File: src/design/uplink_framer_pkg.sv
// Package for the uplink burst framer: field layouts, patterns, limits and types.
// Assumes a single clock domain; no bus, all configuration arrives on plain ports.
package uplink_framer_pkg;

   // ----------------------------------------------------------------
   // Burst layout
   // ----------------------------------------------------------------
   localparam int BURST_BITS = 36;
   localparam int FIELD_BITS = 12;
   localparam logic [11:0] CORE_PILOT = 12'h42E;
   localparam logic [11:0] EXT_PILOT = 12'h5F2;
   localparam logic [11:0] SYNC_PREAMBLE = 12'hCCC;
   localparam logic [7:0] SYNC_PILOT = 8'hCB;
   localparam int CORE_BURSTS = 24;
   localparam int CORE_PAYLOAD_BITS = 186;
   localparam int SYNC_RSV_POS = 20;
   localparam int SYNC_PAT_LSB = 21;
   localparam int SYNC_ADDR_LSB = 24;
   localparam int SYNC_GRP_LSB = 32;
   localparam int SYNC_CRC_LSB = 34;

   // ----------------------------------------------------------------
   // Payload and link layer
   // ----------------------------------------------------------------
   localparam logic [7:0] MIN_SERVICE_BYTES = 8'h14;
   localparam logic [7:0] MAX_SIZE_IND = 8'hF5;
   localparam logic [7:0] MAX_CUSTOM_BYTES = 8'hFE;
   localparam logic [7:0] SEL_METERING = 8'h00;
   localparam logic [7:0] SEL_USER_LO = 8'h30;
   localparam logic [7:0] SEL_USER_HI = 8'h3F;
   localparam logic [1:0] MODE_FIXED = 2'h0;
   localparam logic [1:0] MODE_VARIABLE = 2'h1;
   localparam logic [7:0] METER_MIN_BYTES = 8'h13;
   localparam logic [7:0] METER_MAX_BYTES = 8'hFF;
   localparam int MAX_BYTES = 256;
   localparam int BYTE_BITS = 8;
   localparam logic [11:0] HDR_CRC_END = 12'h008;
   localparam logic [11:0] PAY_CRC_END = 12'h010;
   localparam logic [11:0] PHY_HDR_BITS = 12'h018;
   localparam logic [11:0] MODE_BITS = 12'h002;

   typedef enum logic [1:0] {
      pattern_group_one = 2'h0,
      pattern_group_two = 2'h1,
      pattern_group_three = 2'h2
   } pattern_group_t;

   typedef struct packed {
      logic variable_mode;
      logic [7:0] link_layer_selector;
      logic sync_enable;
      logic [2:0] pattern_number;
      pattern_group_t pattern_group;
      logic [7:0] short_address;
   } frame_cfg_t;

   typedef struct packed {
      logic [7:0] header_crc;
      logic [7:0] payload_crc;
   } frame_crc_t;

   typedef struct packed {
      logic valid;
      logic sync;
      logic ext;
      logic last;
      logic [BURST_BITS-1:0] bits;
   } burst_out_t;

   typedef enum logic [2:0] {
      ST_IDLE = 3'h0,
      ST_LOAD = 3'h1,
      ST_PAD = 3'h3,
      ST_SYNC = 3'h2,
      ST_BURST = 3'h6
   } framer_state_t;

endpackage

File: src/design/uplink_sync_crc.sv
// Two-bit check over the sync information field of the sync burst.
// Assumes the polynomial is supplied as a parameter; combinational only.
`timescale 1ns/10ps
`default_nettype none
module uplink_sync_crc #(
   parameter logic [1:0] POLY = 2'h3
) (
   input wire logic [13:0] info,
   output logic [1:0] crc
);
   always_comb begin
      logic [1:0] r;
      logic fb;
      r = 2'h0;
      fb = 1'b0;
      for (int i = 0; i < 14; i++) begin
         fb = info[i] ^ r[1];
         r = {r[0], 1'b0} ^ (fb ? POLY : 2'h0);
      end
      crc = r;
   end
endmodule
`default_nettype wire

File: src/design/uplink_burst_framer.sv
// Uplink burst framer: collects a link-layer unit, builds the payload and emits 36-bit bursts.
// Assumes header and payload checks come from an outside engine over unpadded bytes.
//
// Contract
// - Variable mode prefixes selector to 1..254 bytes; capture stops at 244 bytes after the selector.
// - Selector is 0x00 or 0x30-0x3F only.
// - Metering payload follows the fixed field layout.
// - Metering address eight bytes, most significant first.
// - Burst: data 0-11, pilot 12-23, data 24-35.
// - Core bursts carry the core pilot pattern.
// - Extension bursts carry the extension pilot pattern.
// - Optional sync burst has the fixed field layout.
// - Sync preamble and sync pilot are fixed patterns.
// - Sync reserved bit is zero.
// - Sync carries pattern number and address low byte.
// - Pattern group coded 00, 01, 10.
// - Two-bit sync check over bits 20-33.
// - Extension only when payload exceeds 186 bits.
// - Core frame is exactly 24 bursts.
// - Extension adds one burst per extra byte.
// - Payload: two checks, size, data, mode.
// - Checks and size form the header.
// - Size holds unpadded length, 1 to 245.
// - Pad with zeros to twenty data bytes.
// - Padding excluded from check calculation.
// - Mode field 00 fixed, 01 variable.
// - Metering frames carry the control-info byte.
`timescale 1ns/10ps
`default_nettype none
module uplink_burst_framer (
   input wire logic clk_sys,
   input wire logic rstn,
   input wire uplink_framer_pkg::frame_cfg_t cfg,
   input wire logic start,
   input wire logic in_valid,
   input wire logic [7:0] in_data,
   input wire logic in_last,
   output logic in_ready,
   output logic crc_req,
   output logic [7:0] crc_byte,
   output logic crc_byte_valid,
   input wire uplink_framer_pkg::frame_crc_t crc_in,
   input wire logic crc_done,
   input wire logic out_ready,
   output uplink_framer_pkg::burst_out_t burst,
   output logic busy,
   output logic cfg_error
);
   import uplink_framer_pkg::*;

   // ----------------------------------------------------------------
   // Storage and state
   // ----------------------------------------------------------------
   logic [7:0] mem [MAX_BYTES];
   framer_state_t state;
   logic [8:0] wr_count;
   logic [8:0] unit_len;
   frame_cfg_t cfg_hold;
   frame_crc_t crc_hold;
   logic crc_wait;
   logic [11:0] bit_pos;
   logic [11:0] total_bits;
   logic [8:0] burst_count;
   logic [8:0] total_bursts;
   logic [1:0] sync_crc;
   logic [BURST_BITS-1:0] sync_word;
   logic take_start;
   logic load_done;
   logic take_burst;

   function automatic logic selector_ok(input logic [7:0] sel);
      selector_ok = (sel == SEL_METERING) || (sel >= SEL_USER_LO && sel <= SEL_USER_HI);
   endfunction

   // A reserved selector in variable mode refuses the whole frame.
   function automatic logic start_refused(input frame_cfg_t c);
      start_refused = c.variable_mode && !selector_ok(c.link_layer_selector);
   endfunction

   // Service-data bits after zero padding to the core-frame minimum.
   function automatic logic [11:0] service_bits(input logic [8:0] len);
      logic [11:0] n;
      n = 12'(len);
      if (n < 12'(MIN_SERVICE_BYTES)) begin
         n = 12'(MIN_SERVICE_BYTES);
      end
      service_bits = n * 12'(BYTE_BITS);
   endfunction

   // Pilot pattern of a data burst, core or extension.
   function automatic logic [11:0] pilot_for(input logic ext);
      pilot_for = ext ? EXT_PILOT : CORE_PILOT;
   endfunction

   // Payload bit i, counted from bit 7 of the header check.
   function automatic logic payload_bit(input logic [11:0] i);
      logic [8:0] byte_idx;
      logic [11:0] svc_bits;
      logic [11:0] k;
      byte_idx = 9'h0;
      k = 12'h0;
      svc_bits = service_bits(unit_len);
      if (i < HDR_CRC_END) begin
         payload_bit = crc_hold.header_crc[3'(HDR_CRC_END - 12'h1 - i)];
      end else if (i < PAY_CRC_END) begin
         payload_bit = crc_hold.payload_crc[3'(PAY_CRC_END - 12'h1 - i)];
      end else if (i < PHY_HDR_BITS) begin
         payload_bit = unit_len[3'(PHY_HDR_BITS - 12'h1 - i)];
      end else if (i < PHY_HDR_BITS + svc_bits) begin
         k = i - PHY_HDR_BITS;
         byte_idx = k[11:3];
         // Zero padding lies past the stored unit.
         payload_bit = (byte_idx < unit_len) ? mem[byte_idx[7:0]][3'(3'h7 - k[2:0])] : 1'b0;
      end else begin
         k = i - PHY_HDR_BITS - svc_bits;
         payload_bit = cfg_hold.variable_mode ? MODE_VARIABLE[1 - k[0]] : MODE_FIXED[1 - k[0]];
      end
   endfunction

   // Twelve payload bits from base upward; bits past the end read as zero.
   function automatic logic [11:0] data_field(input logic [11:0] base);
      logic [11:0] f;
      f = 12'h0;
      for (int j = 0; j < FIELD_BITS; j++) begin
         f[j] = (base + 12'(j) < total_bits) ? payload_bit(base + 12'(j)) : 1'b0;
      end
      data_field = f;
   endfunction

   // ----------------------------------------------------------------
   // Sync burst
   // ----------------------------------------------------------------
   uplink_sync_crc u_sync_crc (
      .info(sync_word[SYNC_CRC_LSB-1:SYNC_RSV_POS]),
      .crc(sync_crc)
   );

   // Sync fields come from the configuration held at start.
   always_comb begin
      sync_word = '0;
      sync_word[FIELD_BITS-1:0] = SYNC_PREAMBLE;
      sync_word[SYNC_RSV_POS-1:FIELD_BITS] = SYNC_PILOT;
      sync_word[SYNC_RSV_POS] = 1'b0;
      sync_word[SYNC_ADDR_LSB-1:SYNC_PAT_LSB] = cfg_hold.pattern_number;
      sync_word[SYNC_GRP_LSB-1:SYNC_ADDR_LSB] = cfg_hold.short_address;
      sync_word[SYNC_CRC_LSB-1:SYNC_GRP_LSB] = cfg_hold.pattern_group;
      sync_word[BURST_BITS-1:SYNC_CRC_LSB] = 2'h0;
   end

   // ----------------------------------------------------------------
   // Handshake qualifiers
   // ----------------------------------------------------------------
   // A refused start leaves every capture path untouched except cfg_hold, which still loads cfg.
   always_comb begin
      take_start = (state == ST_IDLE) && start && !start_refused(cfg);
      // Loading also ends at the size-field limit, so a long unit cannot hang the frame.
      load_done = (state == ST_LOAD) && in_valid && in_ready
         && (in_last || wr_count + 9'h1 >= 9'(MAX_SIZE_IND));
      // A burst leaves when it is shown and the consumer is ready.
      take_burst = burst.valid && out_ready;
   end

   // ----------------------------------------------------------------
   // Sequencing
   // ----------------------------------------------------------------
   always_ff @(posedge clk_sys or negedge rstn) begin
      if (!rstn) begin
         state <= ST_IDLE;
         cfg_hold <= '0;
      end else begin
         unique case (state)
            ST_IDLE: begin
               if (start) begin
                  cfg_hold <= cfg;
               end
               if (take_start) begin
                  state <= ST_LOAD;
               end
            end
            ST_LOAD: begin
               if (load_done) begin
                  state <= ST_PAD;
               end
            end
            ST_PAD: begin
               // The check answer must follow the last unit byte; an earlier pulse is missed.
               if (crc_done || !crc_wait) begin
                  state <= cfg_hold.sync_enable ? ST_SYNC : ST_BURST;
               end
            end
            ST_SYNC: begin
               if (take_burst) begin
                  state <= ST_BURST;
               end
            end
            ST_BURST: begin
               if (take_burst && burst.last) begin
                  state <= ST_IDLE;
               end
            end
            // An unused code falls back to idle.
            default: begin
               state <= ST_IDLE;
            end
         endcase
      end
   end

   // ----------------------------------------------------------------
   // Refusal and status
   // ----------------------------------------------------------------
   // Set by a refused start, cleared by the next start that is taken.
   always_ff @(posedge clk_sys or negedge rstn) begin
      if (!rstn) begin
         cfg_error <= 1'b0;
      end else if (state == ST_IDLE && start) begin
         cfg_error <= start_refused(cfg);
      end
   end

   // A refused start never shows as busy.
   always_ff @(posedge clk_sys or negedge rstn) begin
      if (!rstn) begin
         busy <= 1'b0;
      end else begin
         busy <= (state != ST_IDLE) || take_start;
      end
   end

   // ----------------------------------------------------------------
   // Unit capture
   // ----------------------------------------------------------------
   always_ff @(posedge clk_sys) begin
      // In variable mode byte 0 holds the selector and the unit starts at byte 1.
      if (take_start) begin
         mem[0] <= cfg.link_layer_selector;
      end else if (state == ST_LOAD && in_valid && in_ready) begin
         mem[wr_count[7:0]] <= in_data;
      end
   end

   always_ff @(posedge clk_sys or negedge rstn) begin
      if (!rstn) begin
         wr_count <= 9'h0;
         unit_len <= 9'h0;
         in_ready <= 1'b0;
      end else begin
         if (take_start) begin
            wr_count <= cfg.variable_mode ? 9'h1 : 9'h0;
            in_ready <= 1'b1;
         end else if (state == ST_LOAD && in_valid && in_ready) begin
            wr_count <= wr_count + 9'h1;
            // Capacity bound: size field tops out at 245 bytes.
            if (in_last || wr_count + 9'h1 >= 9'(MAX_SIZE_IND)) begin
               in_ready <= 1'b0;
               unit_len <= wr_count + 9'h1;
            end
         end
      end
   end

   // Unpadded bytes stream out to the check engine alongside capture.
   always_ff @(posedge clk_sys or negedge rstn) begin
      if (!rstn) begin
         crc_req <= 1'b0;
         crc_byte <= 8'h0;
         crc_byte_valid <= 1'b0;
         crc_wait <= 1'b0;
      end else begin
         crc_byte_valid <= 1'b0;
         crc_req <= 1'b0;
         // The selector leads the checked bytes only in variable mode.
         if (take_start) begin
            crc_req <= 1'b1;
            crc_wait <= 1'b1;
            crc_byte <= cfg.link_layer_selector;
            crc_byte_valid <= cfg.variable_mode;
         end else if (state == ST_LOAD && in_valid && in_ready) begin
            crc_byte <= in_data;
            crc_byte_valid <= 1'b1;
         end else if (state == ST_PAD && crc_done) begin
            crc_wait <= 1'b0;
         end
      end
   end

   always_ff @(posedge clk_sys or negedge rstn) begin
      if (!rstn) begin
         crc_hold <= '0;
      end else if (state == ST_PAD && crc_done) begin
         crc_hold <= crc_in;
      end
   end

   // ----------------------------------------------------------------
   // Burst emission
   // ----------------------------------------------------------------
   always_ff @(posedge clk_sys or negedge rstn) begin
      if (!rstn) begin
         bit_pos <= 12'h0;
         burst_count <= 9'h0;
         total_bits <= 12'h0;
         total_bursts <= 9'h0;
         burst <= '0;
      end else begin
         if (state == ST_PAD && (crc_done || !crc_wait)) begin
            // Header 24 bits, data padded to 20 bytes, mode 2 bits.
            total_bits <= PHY_HDR_BITS + MODE_BITS + service_bits(unit_len);
            // Extension grows one burst per byte beyond the core capacity.
            total_bursts <= (unit_len <= 9'(MIN_SERVICE_BYTES)) ? 9'(CORE_BURSTS) :
               9'(CORE_BURSTS) + unit_len - 9'(MIN_SERVICE_BYTES);
            bit_pos <= 12'h0;
            burst_count <= 9'h0;
            burst <= '0;
         end else if (take_burst) begin
            burst.valid <= 1'b0;
            // A sync burst does not advance the payload position.
            if (!burst.sync) begin
               bit_pos <= bit_pos + 12'(2 * FIELD_BITS);
               burst_count <= burst_count + 9'h1;
            end
         end else if (!burst.valid && state == ST_SYNC) begin
            burst.valid <= 1'b1;
            burst.sync <= 1'b1;
            burst.ext <= 1'b0;
            burst.last <= 1'b0;
            burst.bits <= {sync_crc, sync_word[SYNC_CRC_LSB-1:0]};
         end else if (!burst.valid && state == ST_BURST) begin
            burst.valid <= 1'b1;
            burst.sync <= 1'b0;
            burst.ext <= burst_count >= 9'(CORE_BURSTS);
            // The last flag marks the final burst of core and extension together.
            burst.last <= burst_count + 9'h1 == total_bursts;
            burst.bits[FIELD_BITS-1:0] <= data_field(bit_pos);
            burst.bits[2*FIELD_BITS-1:FIELD_BITS] <= pilot_for(burst_count >= 9'(CORE_BURSTS));
            burst.bits[BURST_BITS-1:2*FIELD_BITS] <= data_field(bit_pos + 12'(FIELD_BITS));
         end
      end
   end

endmodule
`default_nettype wire

File: config.mk
export PLATFORM = sky130hd
export DESIGN_NAME = uplink_burst_framer
export DESIGN_NICKNAME = d
export VERILOG_FILES = /design/src/design/uplink_framer_pkg.sv /design/src/design/uplink_sync_crc.sv /design/src/design/uplink_burst_framer.sv
export SDC_FILE = /design/constraint.sdc
export NUM_CORES = 2
export LEC_CHECK = 0
export BUFFER_PORTS_ARGS = -buffer_cell sky130_fd_sc_hd__buf_2
export CAP_MARGIN = 20
export CORE_MARGIN = 2
export CORE_UTILIZATION = 40
export DETAILED_ROUTE_END_ITERATION = 10
export HOLD_SLACK_MARGIN = 0.12
export SLEW_MARGIN = 20
export SYNTH_ARGS = -nofsm -noshare
export SYNTH_HDL_FRONTEND = slang
export SYNTH_SLANG_ARGS = --single-unit
File: constraint.sdc
create_clock -name clk_sys -period 9.9 [get_ports clk_sys]
set_input_delay 0.495 -clock clk_sys [delete_from_list [all_inputs] [get_ports clk_sys]]
set_output_delay 0.495 -clock clk_sys [all_outputs]
set_load 0.01 [all_outputs]
Word-level counts from Yosys, hierarchy flattened
Memory sizes are Yosys's and may differ from the RTL's.
Cells that the tools add are included.
{"block": "word_totals", "reg_bits": 148, "mem_bits_rw": 2048, "inputBits": 54, "out_inout_bits": 53, "elab_cells": 1062, "memories": 1}
{"block": "classes", "add_sub_neg": 198, "order_cmp": 270, "eq_ne": 13, "mux": 491, "bitwise": 25, "reduce_logical": 38}
{"name": "mem", "depth": 256, "word_bits": 8, "rd": 24, "rd_clocked_by_memory_dff": 0, "write_ports": 1, "line": "uplink_burst_framer.sv:54", "rtl": "logic [7:0] mem [MAX_BYTES];"}
{"operator": "$lt 32x2->1 const B", "n": 24}
{"operator": "$lt 12x12->1", "n": 48}
{"operator": "$lt 12x5->1 const B", "n": 48}
{"operator": "$mux 1", "n": 351}
{"operator": "$bmux 1 s3", "n": 96}
{"operator": "$lt 12x4->1 const B", "n": 24}
{"operator": "$lt 3x4->1 const B", "n": 72}
{"operator": "$sub 12x5->12 const B", "n": 24}
{"operator": "$sub 3x3->3 const A", "n": 96}
{"operator": "$lt 9x9->1", "n": 24}
{"operator": "$lt 3x5->1 const B", "n": 24}
{"operator": "$mux 40", "n": 3}
{"operator": "$mux 9", "n": 13}
{"operator": "$add 12x4->12 const B", "n": 9}
{"operator": "$add 12x3->12 const B", "n": 8}
{"operator": "$add 12x2->12 const B", "n": 4}
{"operator": "$sub 1x1->2 const A", "n": 24}
{"operator": "$mux 39", "n": 1}
{"operator": "$mux 12", "n": 3}
{"operator": "$mux 8", "n": 4}
{"operator": "$mux 2", "n": 13}
{"operator": "$add 12x1->12 const B", "n": 2}
{"operator": "$add 5x12->12 const A", "n": 2}
{"operator": "$sub 1x1->1 const B", "n": 24}
{"operator": "33 further kinds", "n": 94}

Longest topological paths before layout
{"block": "logic_depth", "depth_word": 40, "mapped_depth": 34, "depth_no_buf": 20}

Hierarchy
Synthesis repeated with hierarchy kept, for this count alone.
{"block": "unflattened", "cells_unflattened": 9863, "hier_area_um2": 131650.0}
{"mod": "uplink_burst_framer", "n_inst": 1, "cells_per_inst": 9852, "area_per_inst_um2": 131499.9, "seq_area_each_um2": 64977.3}
{"mod": "uplink_sync_crc", "n_inst": 1, "cells_per_inst": 11, "area_per_inst_um2": 150.1, "seq_area_each_um2": 0.0}

Least setup slack after synthesis
OpenSTA, ideal clock, no wires.
{"block": "synth_timing", "path_type": "reg-to-reg", "startpoint": "reg bit_pos[3]", "endpoint": "reg burst[29] (netlist name)", "setup_time_ns": 0.104, "t_arrival_ns": 8.407, "required_time_ns": 9.796, "slack_ns": 1.389, "stages_incl_launch_ff": 33, "n_path_buf": 13, "period_less_slack_ns": 8.511, "path_cell_list": "dfrtp_1 -> buf_2 -> clkinv_1 -> buf_2 -> buf_1 -> buf_2 -> buf_2 -> buf_2 -> buf_2 -> buf_1 -> ha_1 -> ha_1 -> ha_1 -> clkbuf_1 -> xnor2_1 -> xnor2_1 -> clkbuf_1 -> clkbuf_1 -> buf_1 -> buf_1 -> inv_1 -> ha_1 -> o21a_1 -> o21a_1 -> o21ai_0 -> nand2b_1 -> a21oi_1 -> nor2b_1 -> o21ai_0 -> nand2b_1 -> a2111oi_0 -> nand2_1 -> o41ai_2"}
{"block": "synth_between", "elab_chain_cells": 16, "word_cells_on_any_way": 22, "classes_between": "add/sub (3); order compare (6); mux (12); memory (1)"}
{"element": "from (decl)", "line": "uplink_burst_framer.sv:61", "rtl": "logic [11:0] bit_pos;"}
{"element": "from (signal assigned)", "line": "uplink_burst_framer.sv:319", "rtl": "bit_pos <= bit_pos + 12'(2 * FIELD_BITS);"}
{"element": "$add 12x4->12 (*)", "line": "uplink_burst_framer.sv:336", "rtl": "burst.bits[BURST_BITS-1:2*FIELD_BITS] <= data_field(bit_pos + 12'(FIELD_BITS));"}
{"element": "$add 12x3->12 (*)", "line": "uplink_burst_framer.sv:125", "rtl": "f[j] = (base + 12'(j) < total_bits) ? payload_bit(base + 12'(j)) : 1'b0;"}
{"element": "$sub 12x5->12"}
{"element": "$mem_v2 256x8"}
{"element": "$bmux 1 s3", "line": "uplink_burst_framer.sv:113", "rtl": "payload_bit = (byte_idx < unit_len) ? mem[byte_idx[7:0]][3'(3'h7 - k[2:0])] : 1'b0;"}
{"element": "$mux 1 (not written as such)", "line": "uplink_burst_framer.sv:113"}
{"element": "$mux 1", "line": "uplink_burst_framer.sv:113"}
{"element": "$mux 1", "line": "uplink_burst_framer.sv:109", "rtl": "end else if (i < PHY_HDR_BITS + svc_bits) begin"}
{"element": "$mux 1", "line": "uplink_burst_framer.sv:107", "rtl": "end else if (i < PHY_HDR_BITS) begin"}
{"element": "$mux 1", "line": "uplink_burst_framer.sv:105", "rtl": "end else if (i < PAY_CRC_END) begin"}
{"element": "$mux 1", "line": "uplink_burst_framer.sv:103", "rtl": "if (i < HDR_CRC_END) begin"}
{"element": "$mux 1 (*)", "line": "uplink_burst_framer.sv:125"}
{"element": "$mux 40 (*)", "line": "uplink_burst_framer.sv:328", "rtl": "end else if (!burst.valid && state == ST_BURST) begin"}
{"element": "$mux 40 (*)", "line": "uplink_burst_framer.sv:322", "rtl": "end else if (!burst.valid && state == ST_SYNC) begin"}
{"element": "$mux 39 (*)", "line": "uplink_burst_framer.sv:315", "rtl": "end else if (take_burst) begin"}
{"element": "$mux 40 (*)", "line": "uplink_burst_framer.sv:306", "rtl": "if (state == ST_PAD && (crc_done || !crc_wait)) begin"}
{"element": "to (decl)", "line": "uplink_burst_framer.sv:45", "rtl": "output uplink_framer_pkg::burst_out_t burst,"}
Mark *: on every way between the ends. The rest lies on a longest branch, timed or not. The select of a mux whose other input is x is not followed.
A chain may end at the register's enable or synchronous reset.

Final worst setup path
{"block": "layout_timing", "startpoint": "reg bit_pos[3]", "endpoint": "reg burst[35] (netlist name)"}
{"block": "layout_between", "elab_chain_cells": 16, "word_cells_on_any_way": 22, "classes_between": "add/sub (3); order compare (6); mux (12); memory (1)"}
{"element": "$add 12x4->12 (*)", "line": "uplink_burst_framer.sv:336"}
{"element": "$add 12x4->12 (*)", "line": "uplink_burst_framer.sv:125"}
{"element": "$sub 12x5->12"}
{"element": "$mem_v2 256x8"}
{"element": "$bmux 1 s3", "line": "uplink_burst_framer.sv:113"}
{"element": "$mux 1 (not written as such)", "line": "uplink_burst_framer.sv:113"}
{"element": "$mux 1", "line": "uplink_burst_framer.sv:113"}
{"element": "$mux 1", "line": "uplink_burst_framer.sv:109"}
{"element": "$mux 1", "line": "uplink_burst_framer.sv:107"}
{"element": "$mux 1", "line": "uplink_burst_framer.sv:105"}
{"element": "$mux 1", "line": "uplink_burst_framer.sv:103"}
{"element": "$mux 1 (*)", "line": "uplink_burst_framer.sv:125"}
{"element": "$mux 40 (*)", "line": "uplink_burst_framer.sv:328"}
{"element": "$mux 40 (*)", "line": "uplink_burst_framer.sv:322"}
{"element": "$mux 39 (*)", "line": "uplink_burst_framer.sv:315"}
{"element": "$mux 40 (*)", "line": "uplink_burst_framer.sv:306"}
Marked as above.

==> reports/metrics.yaml <==
drc_errors: 0
vias: 90670
drtAntennaViolNets: 0
synthTopCellsByCount: "edfxtp_1 (2048), mux4_2 (1736), nand2_1 (813)"
cap_violations: 0
grt_max_degree: 241
relSlewSlack_pct: 13.36
cts-root-buf: "clkbuf_16"
synth_flop_cell: "edfxtp_1"
fmax_mhz: 120.7
clk_latency_ns: 0.98
h-tree-depth: 4
cts_tree: "done"
critPathTopFamily: "simple AND/OR/NAND/NOR gates"
grt_usage_pct: 32.82
clkSinkCount: 2187
synthArstFlopShare_pct: 6.356
gp_congestion: 1.053
finalWorstSetupSlack_ns: 1.616
start_kind: "register"
dieArea_sq_um: 325200
hpwl_microns: 366400
wl_per_cell_microns: 42.89
worstPathRequired_ns: 10.75
core-area_sq_um: 318600
yosysSeqAreaShare_pct: 50.66
drt-initial-drc-count: 16140
synth_area_leaders: "edfxtp_1 (48%), mux4_2 (30%), ha_1 (3.0%)"
slowest_stage: "ha_4"
grt_pass1_vias: 84830
grt_pass1_wl_microns: 730600
pre_cts_ws_ns: 1.849
syn_inst: 8016
worstSetupPathType: "reg -> reg"
drive_above_1_share_pct: 33.67
ys_warn_count: 0
synth.cell_area_sq_um: 128300
rsz0062_at_grt: "no"
synth_seq_cells: 2187
synth_most_common_cell: "edfxtp_1"
finalCritPeriodShare_pct: 83.68
hold_viol_final: 0
yosys.area.top_type: "edfxtp_1"
syn2layout_area_growth_pct: 12.19
fp.dieW_microns: 570.3
routed_wl_microns: 540100
worstPathArrival_ns: 9.13
post-route-util_pct: 45.17
crit_buf_inv: 3
antenna_found_initial: 48
path_cells: "inv_8, ha_4, buf_4, nand2b_1, nor3_1, and3_1, xor2_1, buf_4, or4_4, nor2_1, xor2_1, ha_1, nand2_1, o21ai_0, a31oi_1, o2111a_1, a211oi_1, o31ai_1"
status: "completed"
finalSetupViolations: 0
viasPerCell: 7.200
clk_pin_slew_ns: 0.07
cp-end-kind: "register"
fill_cells: 27290
finalNetCount: 8538
fp.dieH_microns: 570.3
gr-total-overflow: 0
rows: 207
cts_resized: 0
drt_pass1_iterations: 8
whs_ns: 0.1691
worst_slew_pin_slew_ns: 1.292
slew_viol_final: 0
synth_top_area_share_pct: 47.95
synth_edf_count: 2048
fin_skew_ns: 0.09402
hold_buffers: 55
clock_path_buffers: 4
io_buffers: 106
syn_nets: 8374
fin_setup_tns_ns: 0
crit_path_max_incr_delay_ns: 0.84
synthDistinctLibCells: 86
cp_max_fo: 46
postCtsSetupRepairBufs: 0
min_path_type: "in -> reg"
min_period_ns: 8.284
ios: 107
start_util_pct: 40.26
numCtsBuffers: 234
syn_area_per_cell_sq_um: 16.00
## area by class of cell
cell class	count	area, sq um	area share, %
clock buffer	277	6081	4.226
antenna	41	102.6	0.07130
multi-input combinational	5010	60580	42.10
inverter	162	659.4	0.4582
tap	4180	5230	3.635
sequential	2187	64980	45.16
clock inverter	151	1723	1.197
timing repair buffer	585	4544	3.158
## metrics by stage
stage / cell area, sq um / std cells
floorplan: 128300 / 8016
global placement: 135200 / 12060
detailed placement: 135300 / 12060
CTS: 143700 / 12550
global route: 143800 / 12560
finish: 143900 / 12590
## cell usage in the layout (no fill, tap or decap), drive strengths merged, types with 130 or more instances in the layout
cell type | netlist | layout
dfrtp | 139 | 139
edfxtp | 2048 | 2048
nor2 | 390 | 390
buf | 305 | 529
mux4 | 1736 | 1736
a21oi | 203 | 203
o21ai | 168 | 168
inv | 154 | 165
clkbuf | 352 | 278
nand2 | 813 | 813
nand3 | 160 | 160
ha | 304 | 304
mux2i | 130 | 130
## cells by family after synthesis
logic type | after synthesis | synth area share [%]
compound gates | 942 | 5.013
flops | 2187 | 50.66
simple gates | 1723 | 5.901
fa+ha+maj | 304 | 2.965
xor+xnor | 141 | 0.9881
buf+inv | 819 | 2.681
mux | 1900 | 31.79
## sequential cells by signal (all words and copies together) (netlist names)
name / cells
cfg_error: 1
crc_byte_valid: 1
wr_count: 9
crc_hold: 16
burst_count: 9
crc_byte: 8
mem: 2048
in_ready: 1
crc_wait: 1
cfg_hold: 15
bit_pos: 9
unit_len: 9
total_bits: 10
state: 3
busy: 1
crc_req: 1
burst: 36
total_bursts: 9
## path summary, 6_finish.rpt
check	startpoint	endpoint	slack [ns]	cells past startpoint
max reg2reg	bit_pos[3]$_DFFE_PN0P_	burst[35]$_DFFE_PN0P_	1.62	18
max in group asynchronous	rstn	crc_byte[0]$_DFFE_PN0P_	8.44	3
min reg2reg	crc_byte[3]$_DFFE_PN0P_	crc_byte[3]$_DFFE_PN0P_	0.47	2
max	bit_pos[3]$_DFFE_PN0P_	burst[35]$_DFFE_PN0P_	1.62	18
min	in_valid	wr_count[7]$_DFFE_PN0P_	0.17	5
min in group asynchronous	rstn	burst[0]$_DFFE_PN0P_	0.24	2
## worst min-delay path: cells and delay by family
kind,cells,cell delay (ns)
simple gates,2,0.19
buf+inv,2,0.34
compound gates,1,0.07
## layer usage
metal  share of wire (%)  routed length (microns)  global-route usage [%]  vias up
li1                    -                        -                       -    33760
met1                  35                   186800                   42.21    47090
met2                  42                   226200                   46.05     8145
met3                  15                    81020                   11.80     1652
met4                 8.5                    45920                   23.09       26
met5               0.032                      171                       0        -
Power is not shown: default switching activity piles up to over one toggle a cycle in this logic, so the estimate is an artifact.
